$ cat config.mk
export PLATFORM = sky130hd
export DESIGN_NAME = indirect_mmd_register_portal
export DESIGN_NICKNAME = d
export VERILOG_FILES = /design/src/portal_pkg.sv /design/src/indirect_mmd_register_portal.sv /design/src/extended_store.sv
export VERILOG_INCLUDE_DIRS = /design/src /design/src/src
export SDC_FILE = /design/constraint.sdc
export NUM_CORES = 2
export LEC_CHECK = 0
export BUFFER_PORTS_ARGS = -buffer_cell sky130_fd_sc_hd__clkbuf_2
export CAP_MARGIN = 0
export CORE_MARGIN = 5
export CORE_UTILIZATION = 55
export DETAILED_ROUTE_END_ITERATION = 16
export PLACE_DENSITY = 0.78
export SETUP_SLACK_MARGIN = 0.2
export SLEW_MARGIN = 10
export SYNTH_ARGS = -nofsm -noshare
export SYNTH_HDL_FRONTEND = slang
export SYNTH_SLANG_ARGS = --single-unit
$ cat constraint.sdc
create_clock -name I_CORE_CLK -period 2.5 [get_ports I_CORE_CLK]
set_input_delay 0.25 -clock I_CORE_CLK [delete_from_list [all_inputs] [get_ports I_CORE_CLK]]
set_output_delay 0.25 -clock I_CORE_CLK [all_outputs]
set_load 0.05 [all_outputs]
$ cat src/portal_consts.svh
`ifndef PORTAL_CONSTS_SVH
`define PORTAL_CONSTS_SVH
`define CTRL_OFFSET 5'h0d
`define DATA_OFFSET 5'h0e
`define MODE_MSB 15
`define MODE_LSB 14
`define DEV_MSB 4
`define DEV_LSB 0
`define CTRL_RESET 16'h0000
`define DATA_RESET 16'h0000
`define REG_INC 16'h0001
`endif

$ cat src/portal_pkg.sv
package portal_pkg;
  typedef enum logic [1:0]
  {
    MODE_REGISTER,
    MODE_DATA_HOLD,
    MODE_DATA_INC_RW,
    MODE_DATA_INC_WR
  } portal_mode_t;

  typedef struct packed
  {
    logic wr;
    logic rd;
    logic [4:0] addr;
    logic [15:0] wdata;
  } mgmt_req_t;

  typedef struct packed
  {
    logic [4:0] dev;
    logic [15:0] reg_addr;
    logic [15:0] wdata;
    logic wr;
    logic rd;
  } ext_req_t;
endpackage

$ cat src/indirect_mmd_register_portal.sv
// What this block does
// - Five-bit device field selects the device for later data register accesses in modes 01, 10 and 11.
// - Mode 00 makes the data register hold the target register address.
// - Any other mode makes data register accesses reach the selected register's data.
// - Mode 01 leaves the register address unchanged after data accesses.
// - Mode 10 advances the register address after every data read and write.
// - Mode 11 advances the register address after data writes only.
// - Burst read in mode 10 returns consecutive registers on successive reads.
`include "portal_consts.svh"
module indirect_mmd_register_portal
#(
  parameter int DEVS = 4,
  parameter int REGS = 32
)
(
  input wire logic I_CORE_CLK,
  input wire logic I_ARST_N,
  input wire portal_pkg::mgmt_req_t I_REQ,
  output logic [15:0] O_RDATA,
  output logic O_RVALID
);
  import portal_pkg::*;

  // Control reset image, sliced below so the field positions live in one place
  localparam logic [15:0] CTRL_INIT = `CTRL_RESET;

  // Address decode; both portal registers share it
  function automatic logic reg_hit(input logic [4:0] addr, input logic [4:0] offset);
    return addr == offset;
  endfunction

  // Portal state: control fields, address holder and the read return path
  portal_mode_t mode_reg, mode_next;
  logic [4:0] dev_reg, dev_next;
  logic [15:0] raddr_reg, raddr_next;
  logic [15:0] rdata_reg, rdata_next;
  logic rvalid_reg, rvalid_next;
  logic ctrl_hit, data_hit, data_mode;
  ext_req_t ext;
  logic [15:0] ext_rdata;

  // Any other address is ignored, so a stray access cannot move portal state
  assign ctrl_hit = reg_hit(I_REQ.addr, `CTRL_OFFSET);
  assign data_hit = reg_hit(I_REQ.addr, `DATA_OFFSET);
  assign data_mode = mode_reg != MODE_REGISTER;

  // Request toward the extended space, device from control register
  always_comb
  begin
    ext.dev = dev_reg;
    ext.reg_addr = raddr_reg;
    ext.wdata = I_REQ.wdata;
    ext.wr = data_hit && I_REQ.wr && data_mode;
    ext.rd = data_hit && I_REQ.rd && data_mode;
  end

  extended_store #(.DEVS(DEVS), .REGS(REGS)) u_store
  (
    .i_clk(I_CORE_CLK),
    .i_arst_n(I_ARST_N),
    .i_req(ext),
    .o_rdata(ext_rdata)
  );

  // Next state of the control register; only a control write changes it
  always_comb
  begin
    mode_next = mode_reg;
    dev_next = dev_reg;
    if (I_REQ.wr && ctrl_hit)
    begin
      // Reserved middle bits are dropped, so they cannot disturb anything
      mode_next = portal_mode_t'(I_REQ.wdata[`MODE_MSB:`MODE_LSB]);
      dev_next = I_REQ.wdata[`DEV_MSB:`DEV_LSB];
    end
  end

  // Register the control fields
  always_ff @(posedge I_CORE_CLK or negedge I_ARST_N)
  begin
    if (!I_ARST_N)
    begin
      mode_reg <= portal_mode_t'(CTRL_INIT[`MODE_MSB:`MODE_LSB]);
      dev_reg <= CTRL_INIT[`DEV_MSB:`DEV_LSB];
    end
    else
    begin
      mode_reg <= mode_next;
      dev_reg <= dev_next;
    end
  end

  // Next state of the address holder and read data
  always_comb
  begin
    raddr_next = raddr_reg;
    rdata_next = rdata_reg;
    rvalid_next = I_REQ.rd && (ctrl_hit || data_hit);
    if (I_REQ.rd && ctrl_hit)
    begin
      rdata_next = {mode_reg, 9'h000, dev_reg};
    end
    if (data_hit && !data_mode)
    begin
      if (I_REQ.wr)
      begin
        raddr_next = I_REQ.wdata;
      end
      if (I_REQ.rd)
      begin
        rdata_next = raddr_reg;
      end
    end
    else if (data_hit && (I_REQ.wr || I_REQ.rd))
    begin
      if (I_REQ.rd)
      begin
        rdata_next = ext_rdata;
      end
      case (mode_reg)
        MODE_DATA_HOLD: raddr_next = raddr_reg;
        MODE_DATA_INC_RW: raddr_next = raddr_reg + `REG_INC;
        MODE_DATA_INC_WR:
        begin
          if (I_REQ.wr)
          begin
            raddr_next = raddr_reg + `REG_INC;
          end
        end
        default: raddr_next = raddr_reg;
      endcase
    end
  end

  // Register address holder and read data; read data holds until the next read
  always_ff @(posedge I_CORE_CLK or negedge I_ARST_N)
  begin
    if (!I_ARST_N)
    begin
      raddr_reg <= `DATA_RESET;
      rdata_reg <= `DATA_RESET;
      rvalid_reg <= 1'b0;
    end
    else
    begin
      raddr_reg <= raddr_next;
      rdata_reg <= rdata_next;
      rvalid_reg <= rvalid_next;
    end
  end

  // Outputs come straight from flip-flops
  assign O_RDATA = rdata_reg;
  assign O_RVALID = rvalid_reg;

  // Control register: device and mode load on a control write and hold otherwise
  a_dev_select: assert property (@(posedge I_CORE_CLK) disable iff (!I_ARST_N)
    I_REQ.wr && ctrl_hit |=> dev_reg == $past(I_REQ.wdata[4:0])) else $error("device select not loaded");
  a_dev_hold: assert property (@(posedge I_CORE_CLK) disable iff (!I_ARST_N)
    !(I_REQ.wr && ctrl_hit) |=> $stable(dev_reg)) else $error("device select changed");
  a_mode_load: assert property (@(posedge I_CORE_CLK) disable iff (!I_ARST_N)
    I_REQ.wr && ctrl_hit |=> mode_reg == $past(I_REQ.wdata[`MODE_MSB:`MODE_LSB]))
    else $error("operation mode not loaded");
  // Reserved control bits always read back as zero
  a_reserved_read: assert property (@(posedge I_CORE_CLK) disable iff (!I_ARST_N)
    I_REQ.rd && ctrl_hit |=> O_RDATA[13:5] == 9'h000) else $error("reserved bits nonzero");
  // Unmapped addresses must leave the control fields and the address holder alone
  a_unmapped_quiet: assert property (@(posedge I_CORE_CLK) disable iff (!I_ARST_N)
    !(ctrl_hit || data_hit) |=> $stable({mode_reg, dev_reg, raddr_reg}))
    else $error("unmapped access changed state");

  // Register mode: the data register is the address holder
  a_addr_load: assert property (@(posedge I_CORE_CLK) disable iff (!I_ARST_N)
    I_REQ.wr && data_hit && mode_reg == MODE_REGISTER |=> raddr_reg == $past(I_REQ.wdata)) else $error("address not loaded");
  a_addr_read: assert property (@(posedge I_CORE_CLK) disable iff (!I_ARST_N)
    I_REQ.rd && data_hit && mode_reg == MODE_REGISTER |=> O_RDATA == $past(raddr_reg) && O_RVALID)
    else $error("address read wrong");

  // Data modes: reads come from the selected extended register
  a_data_path: assert property (@(posedge I_CORE_CLK) disable iff (!I_ARST_N)
    I_REQ.rd && data_hit && data_mode |=> O_RDATA == $past(ext_rdata) && O_RVALID) else $error("data read wrong");
  // Read valid is high in the cycle after each read; back-to-back reads keep it high
  a_rvalid_on: assert property (@(posedge I_CORE_CLK) disable iff (!I_ARST_N)
    I_REQ.rd && (ctrl_hit || data_hit) |=> O_RVALID) else $error("read valid missing");
  a_rvalid_off: assert property (@(posedge I_CORE_CLK) disable iff (!I_ARST_N)
    !(I_REQ.rd && (ctrl_hit || data_hit)) |=> !O_RVALID) else $error("read valid without read");
  // Read data must stand until the next read, since the host may sample it late
  a_rdata_hold: assert property (@(posedge I_CORE_CLK) disable iff (!I_ARST_N)
    !(I_REQ.rd && (ctrl_hit || data_hit)) |=> $stable(O_RDATA))
    else $error("read data changed without read");

  // Post-increment: the address moves only on data accesses, as the mode allows
  a_addr_quiet: assert property (@(posedge I_CORE_CLK) disable iff (!I_ARST_N)
    !data_hit |=> $stable(raddr_reg)) else $error("address moved without access");
  a_hold_addr: assert property (@(posedge I_CORE_CLK) disable iff (!I_ARST_N)
    data_hit && mode_reg == MODE_DATA_HOLD |=> $stable(raddr_reg)) else $error("address moved in hold mode");
  a_inc_rw: assert property (@(posedge I_CORE_CLK) disable iff (!I_ARST_N)
    data_hit && (I_REQ.rd || I_REQ.wr) && mode_reg == MODE_DATA_INC_RW |=> raddr_reg == $past(raddr_reg) + 16'h0001)
    else $error("no increment on access");
  a_inc_wr_only: assert property (@(posedge I_CORE_CLK) disable iff (!I_ARST_N)
    data_hit && I_REQ.rd && !I_REQ.wr && mode_reg == MODE_DATA_INC_WR |=> $stable(raddr_reg))
    else $error("read advanced address");
  a_inc_on_wr: assert property (@(posedge I_CORE_CLK) disable iff (!I_ARST_N)
    data_hit && I_REQ.wr && mode_reg == MODE_DATA_INC_WR |=> raddr_reg == $past(raddr_reg) + 16'h0001)
    else $error("write did not advance address");

  // Main scenarios: burst read, address then data, write with increment, reserved bits, plain write
  c_burst: cover property (@(posedge I_CORE_CLK) disable iff (!I_ARST_N)
    (I_REQ.rd && data_hit && mode_reg == MODE_DATA_INC_RW)[*3]);
  c_addr_then_data: cover property (@(posedge I_CORE_CLK) disable iff (!I_ARST_N)
    I_REQ.wr && data_hit && !data_mode ##[1:8] I_REQ.wr && data_hit && mode_reg == MODE_DATA_HOLD);
  c_wr_inc: cover property (@(posedge I_CORE_CLK) disable iff (!I_ARST_N)
    I_REQ.wr && data_hit && mode_reg == MODE_DATA_INC_WR);
  c_reserved_bits: cover property (@(posedge I_CORE_CLK) disable iff (!I_ARST_N)
    I_REQ.wr && ctrl_hit && I_REQ.wdata[13:5] != 9'h000);
  c_hold_write: cover property (@(posedge I_CORE_CLK) disable iff (!I_ARST_N)
    I_REQ.wr && data_hit && mode_reg == MODE_DATA_HOLD);
endmodule // indirect_mmd_register_portal

$ cat src/extended_store.sv
`include "portal_consts.svh"
// Backing storage for the extended register space, indexed by device and low register address bits
module extended_store
#(
  parameter int DEVS = 4,
  parameter int REGS = 32
)
(
  input wire logic i_clk,
  input wire logic i_arst_n,
  input wire portal_pkg::ext_req_t i_req,
  output logic [15:0] o_rdata
);
  import portal_pkg::*;

  localparam int DW = $clog2(DEVS);
  localparam int RW = $clog2(REGS);
  logic [15:0] mem_reg [DEVS*REGS];
  logic [15:0] mem_next [DEVS*REGS];
  logic [DW+RW-1:0] idx;

  // Out-of-range devices fold onto the implemented ones; a real part would decode further
  assign idx = {i_req.dev[DW-1:0], i_req.reg_addr[RW-1:0]};
  assign o_rdata = mem_reg[idx];

  // Write update
  always_comb
  begin
    mem_next = mem_reg;
    if (i_req.wr)
    begin
      mem_next[idx] = i_req.wdata;
    end
  end

  // Register the storage
  always_ff @(posedge i_clk or negedge i_arst_n)
  begin
    if (!i_arst_n)
    begin
      for (int k = 0; k < DEVS*REGS; k++)
      begin
        mem_reg[k] <= `DATA_RESET;
      end
    end
    else
    begin
      mem_reg <= mem_next;
    end
  end
endmodule // extended_store

# [After elaboration in Yosys (flattened, before gate mapping)]
# Cells that the tools add are included.
[word_totals] in_bits=25 register_bits=2088
[classes] n_eq_ne=6 n_lt_le_gt_ge=2 add_sub_neg=1 n_reduce_logical=15 bitwise=1 n_mux=16
[op_table] operator="bitwise mux 2048 bit" n=1
[op_table] operator="2-to-1 mux 16 bit" n=12
[op_table] operator="binary-select mux 16 bit (select 7 bit)" n=1
[op_table] operator="demux 16 bit (select 7 bit)" n=1
[op_table] operator="one-hot mux 16 bit (2 select lines)" n=1
[op_table] operator="adder 16 x 1 -> 16 bit (second input constant)" n=1
[op_table] operator="equality test 5 x 4 -> 1 bit (second input constant)" n=2
[op_table] operator="greater-or-equal comparator 8 bit (second input constant)" n=1
[op_table] operator="logical AND 1 bit" n=8
[op_table] operator="< comparator 8 x 1 -> 1 bit (second input constant)" n=1
[op_table] operator="inverter 7 -> 8 bit" n=1
[op_table] operator="equality test 2 bit (second input constant)" n=2
[op_table] operator="AND reduction 4 bit" n=1
[op_table] operator="nonzero test 2 bit" n=2
[op_table] operator="inequality test 3 bit (second input constant)" n=1
[op_table] operator="nonzero test 3 bit" n=1
[op_table] operator="logical OR 1 bit" n=2
[op_table] operator="inequality test 2 bit (second input constant)" n=1
[op_table] operator="zero test 1 bit" n=1

# [Depth between registers and ports, before layout]
[depth] depth_word=7 mapped_depth=13

# [Cells and area by module]
# Synthesis repeated with hierarchy kept, for this count alone.
[unflattened] hier_cells=7303 area_unflattened_um2=96306.1
[modules_own_cells] mod="extended_store" cells_per_inst=7052 area_each_um2=93784.9 instances=1 seq_area_each_um2=51249.2
[modules_own_cells] mod="indirect_mmd_register_portal" cells_per_inst=251 area_each_um2=2521.2 instances=1 seq_area_each_um2=1001.0

# [Worst setup path after synthesis]
# No wires, ideal clock.
[synth_path] path_type="reg2reg" from="reg raddr_reg[0]" to="reg (tool-made name)" path_buffers=4 t_arrival_ns=2.386 stages_incl_launch_ff=11 path_slack_ns=-0.007 setup_ns=0.121 cell_sequence="dfrtp_1 > buf_4 > buf_2 > buf_2 > buf_2 > mux2_2 > a221oi_1 > o22ai_1 > a22oi_1 > o2111ai_1 > o22a_1"
[synth_rtl] item="start, declared" line="indirect_mmd_register_portal.sv:35" text="logic [15:0] raddr_reg, raddr_next;"
[synth_rtl] item="start signal, assigned" line="indirect_mmd_register_portal.sv:140" text="raddr_reg <= `DATA_RESET;"
[synth_rtl] item="start signal, assigned" line="indirect_mmd_register_portal.sv:146" text="raddr_reg <= raddr_next;"

==> impl_metrics.env <==
export IMPL_cts_tree="built"
export IMPL_root_buffer="clkbuf_16"
export IMPL_grt_ovfl_total=0
export IMPL_criticalPathCategory="register to register"
export IMPL_min_period_ns=3.56
export IMPL_met3_wirelength_mm=45.9
export IMPL_final_cell_mix="dfrtp_1, mux2_2, buf_4"
export IMPL_setup_viol=1988
export IMPL_p_per_area_nw_per_um2=827
export IMPL_dieWidth_um=426
export IMPL_core_um2=172000
export IMPL_grt_pass1_vias=72800
export IMPL_outcome="finished, violations left"
export IMPL_cts_max_level=4
export IMPL_synthToLayoutAreaGrowth_pct=26.2
export IMPL_ys_warn_count=0
export IMPL_fmax_mhz=281
export IMPL_clock_latency_ns=0.90
export IMPL_cts_buffer_depth=3
export IMPL_drc=0
export IMPL_failed_checks="negative setup slack"
export IMPL_highest_layer="met5"
export IMPL_port_buffers=41
export IMPL_drt_met1_wl_mm=131
export IMPL_whs_ns=0.0184
export IMPL_synth_edff_count=0
export IMPL_synth_avg_cell_area_um2=13.7
export IMPL_hp_class="input port to register"
export IMPL_finalCritPeriodShare_pct=142
export IMPL_largest_reg_flops=2048
export IMPL_p_leak_uw=0.0601
export IMPL_cts_sinks=2088
export IMPL_placementRows=152
export IMPL_ant_nets=0
export IMPL_cp_data_arrival_time_ns=4.32
export IMPL_rsz0062_at_grt="true"
export IMPL_grt_pass1_wl_mm=515
export IMPL_post_route_util_pct=69.9
export IMPL_vias=72800
export IMPL_cp_required_ns=3.26
export IMPL_track_usage_pct=38.8
export IMPL_syn_area_um2=95300
export IMPL_route_met2_wl_mm=160
export IMPL_critPathCaptureType="register"
export IMPL_start_util_pct=55.4
export IMPL_ys_flop_type="dfrtp_1"
export IMPL_maxCapViolCount=0
export IMPL_relSlewSlack_pct=1.10
export IMPL_synth_cells=6978
export IMPL_die_area_um2=182000
export IMPL_rrSetupSlack_ns=-1.06
export IMPL_start_kind="register"
export IMPL_clock_skew_ns=0.0525
export IMPL_yosysSeqAreaShare_pct=54.8
export IMPL_dp_cells=9690
export IMPL_gp_congestion=1.03
export IMPL_worst_slack_ns=-1.06
export IMPL_crit_fanout=6
export IMPL_path_clk_slew_ns=0.07
export IMPL_slew_viol_final=0
export IMPL_hold_viol=0
export IMPL_place_ws_ns=-1.26
export IMPL_tightest_slew_ns=1.48
export IMPL_antenna_found_initial=25
export IMPL_peakVddDrop_v=0.000760
export IMPL_dp_hpwl_mm=232
export IMPL_p_total_uw=99400
export IMPL_fp_dieH_um=426
export IMPL_grt_max_degree=136
export IMPL_ys_ff_latch=2088
export IMPL_wl_per_cell_um=35.8
export IMPL_drive_above_1_share_pct=47.9
export IMPL_fin_cells=10300
export IMPL_drtPass1Iterations=7
export IMPL_synth_nets=7004
export IMPL_fin_nets=7800
export IMPL_detail_route_vias_per_cell=7.08
export IMPL_totalWireLength_mm=368
export IMPL_synthArstFlopShare_pct=100
export IMPL_synth_cell_type_count=82
export IMPL_cts_buffers=209
export IMPL_final_common_cell="dfrtp_1"
export IMPL_io_pins=42
export IMPL_drt_iter0_markers=10600
==> report_power, final <==
group	switching, uW	total, uW	leakage, uW	internal (uW)
registers	375	34400	0.0291	34100
clock network	14400	34200	0.00369	19800
logic	19200	30800	0.0272	11600
total	34000	99400	0.0601	65400
==> cell families (layout without fill, tap and decap cells) <==
group / after synthesis / after routing / synth area share [%]
AOI/OAI and AO/OA: 1096 / 1096 / 8.74
adders and majority gates: 1 / 1 / 0.0131
buffers and inverters: 701 / 1680 / 3.22
DFF: 2088 / 2088 / 54.8
muxes: 2451 / 2451 / 30.1
other: 0 / 15 / 0
and+or+nand+nor: 641 / 641 / 3.11
==> worst paths after layout <==
check	from	endpoint	cells after the start
worst min register to register	u_store.mem_reg[202]	u_store.mem_reg[202]	1
min in group asynchronous	I_ARST_N	u_store.mem_reg[1929]	3
worst max register to register	raddr_reg[2]	register	10
max in group asynchronous	I_ARST_N	u_store.mem_reg[281]	3
worst max-delay path	raddr_reg[2]	register	10
worst min-delay path	I_REQ[6]	raddr_reg[6]	4
==> per-stage QoR <==
step | TNS [ns] | cell area (um2)
floorplan | 0 | 95400
global placement | -266.03 | 107000
detailed placement | -293.51 | 107000
CTS | -363.42 | 117000
global route | -472.91 | 120000
finish | -517.35 | 120000
==> synthesized netlist by cell type, drive strengths merged (22+ instances only) <==
| cell type | count | area [um2] |
|---|---|---|
| a211oi | 22 | 165 |
| a21oi | 130 | 651 |
| a221o | 28 | 280 |
| a221oi | 406 | 3560 |
| a222oi | 22 | 220 |
| a22o | 26 | 228 |
| a22oi | 93 | 698 |
| buf | 301 | 1570 |
| clkbuf | 392 | 1470 |
| dfrtp | 2088 | 52300 |
| mux2 | 2178 | 24500 |
| mux2i | 161 | 1610 |
| mux4 | 112 | 2520 |
| nand2 | 301 | 1310 |
| nor2 | 217 | 870 |
| nor3 | 24 | 125 |
| o21ai | 128 | 641 |
| o221ai | 40 | 350 |
| o22ai | 67 | 419 |
| o2bb2ai | 22 | 193 |
==> final cells by class <==
type / count / area [um2]
antenna: 15 / 37.5
clock buffer: 295 / 6050
clock inverter: 99 / 1450
fill: 10800 / 51700
inverter: 8 / 57.6
multi-input combinational: 4189 / 42800
sequential: 2088 / 52300
tap: 2310 / 2890
timing repair buffer: 1278 / 14700
==> per-layer routing <==
layer	vias to the layer above	global-route usage, %
met2	5496	57.2
met1	37800	49.8
met3	1678	12.1
met5	-	0
li1	27800	-
met4	10	24.9
==> critical path, stage by stage (launching register included) <==
cell	delay (ns)
dfrtp_4	0.51
buf_12	0.16
buf_16	0.14
mux2_2	0.29
a221o_1	0.31
a222oi_1	1.21
buf_4	0.29
o22ai_4	0.08
a2111oi_4	0.19
buf_4	0.18
o31ai_1	0.07
==> what timing repair did <==
item	CTS	global route
pin swaps	51	107
gates cloned	17	19
setup endpoints to repair	2072	2076
hold endpoints to repair	1719	0
resized for setup	313	403
hold buffers	14	0
setup buffers	66	67
Power figures use the tool's default switching activity.
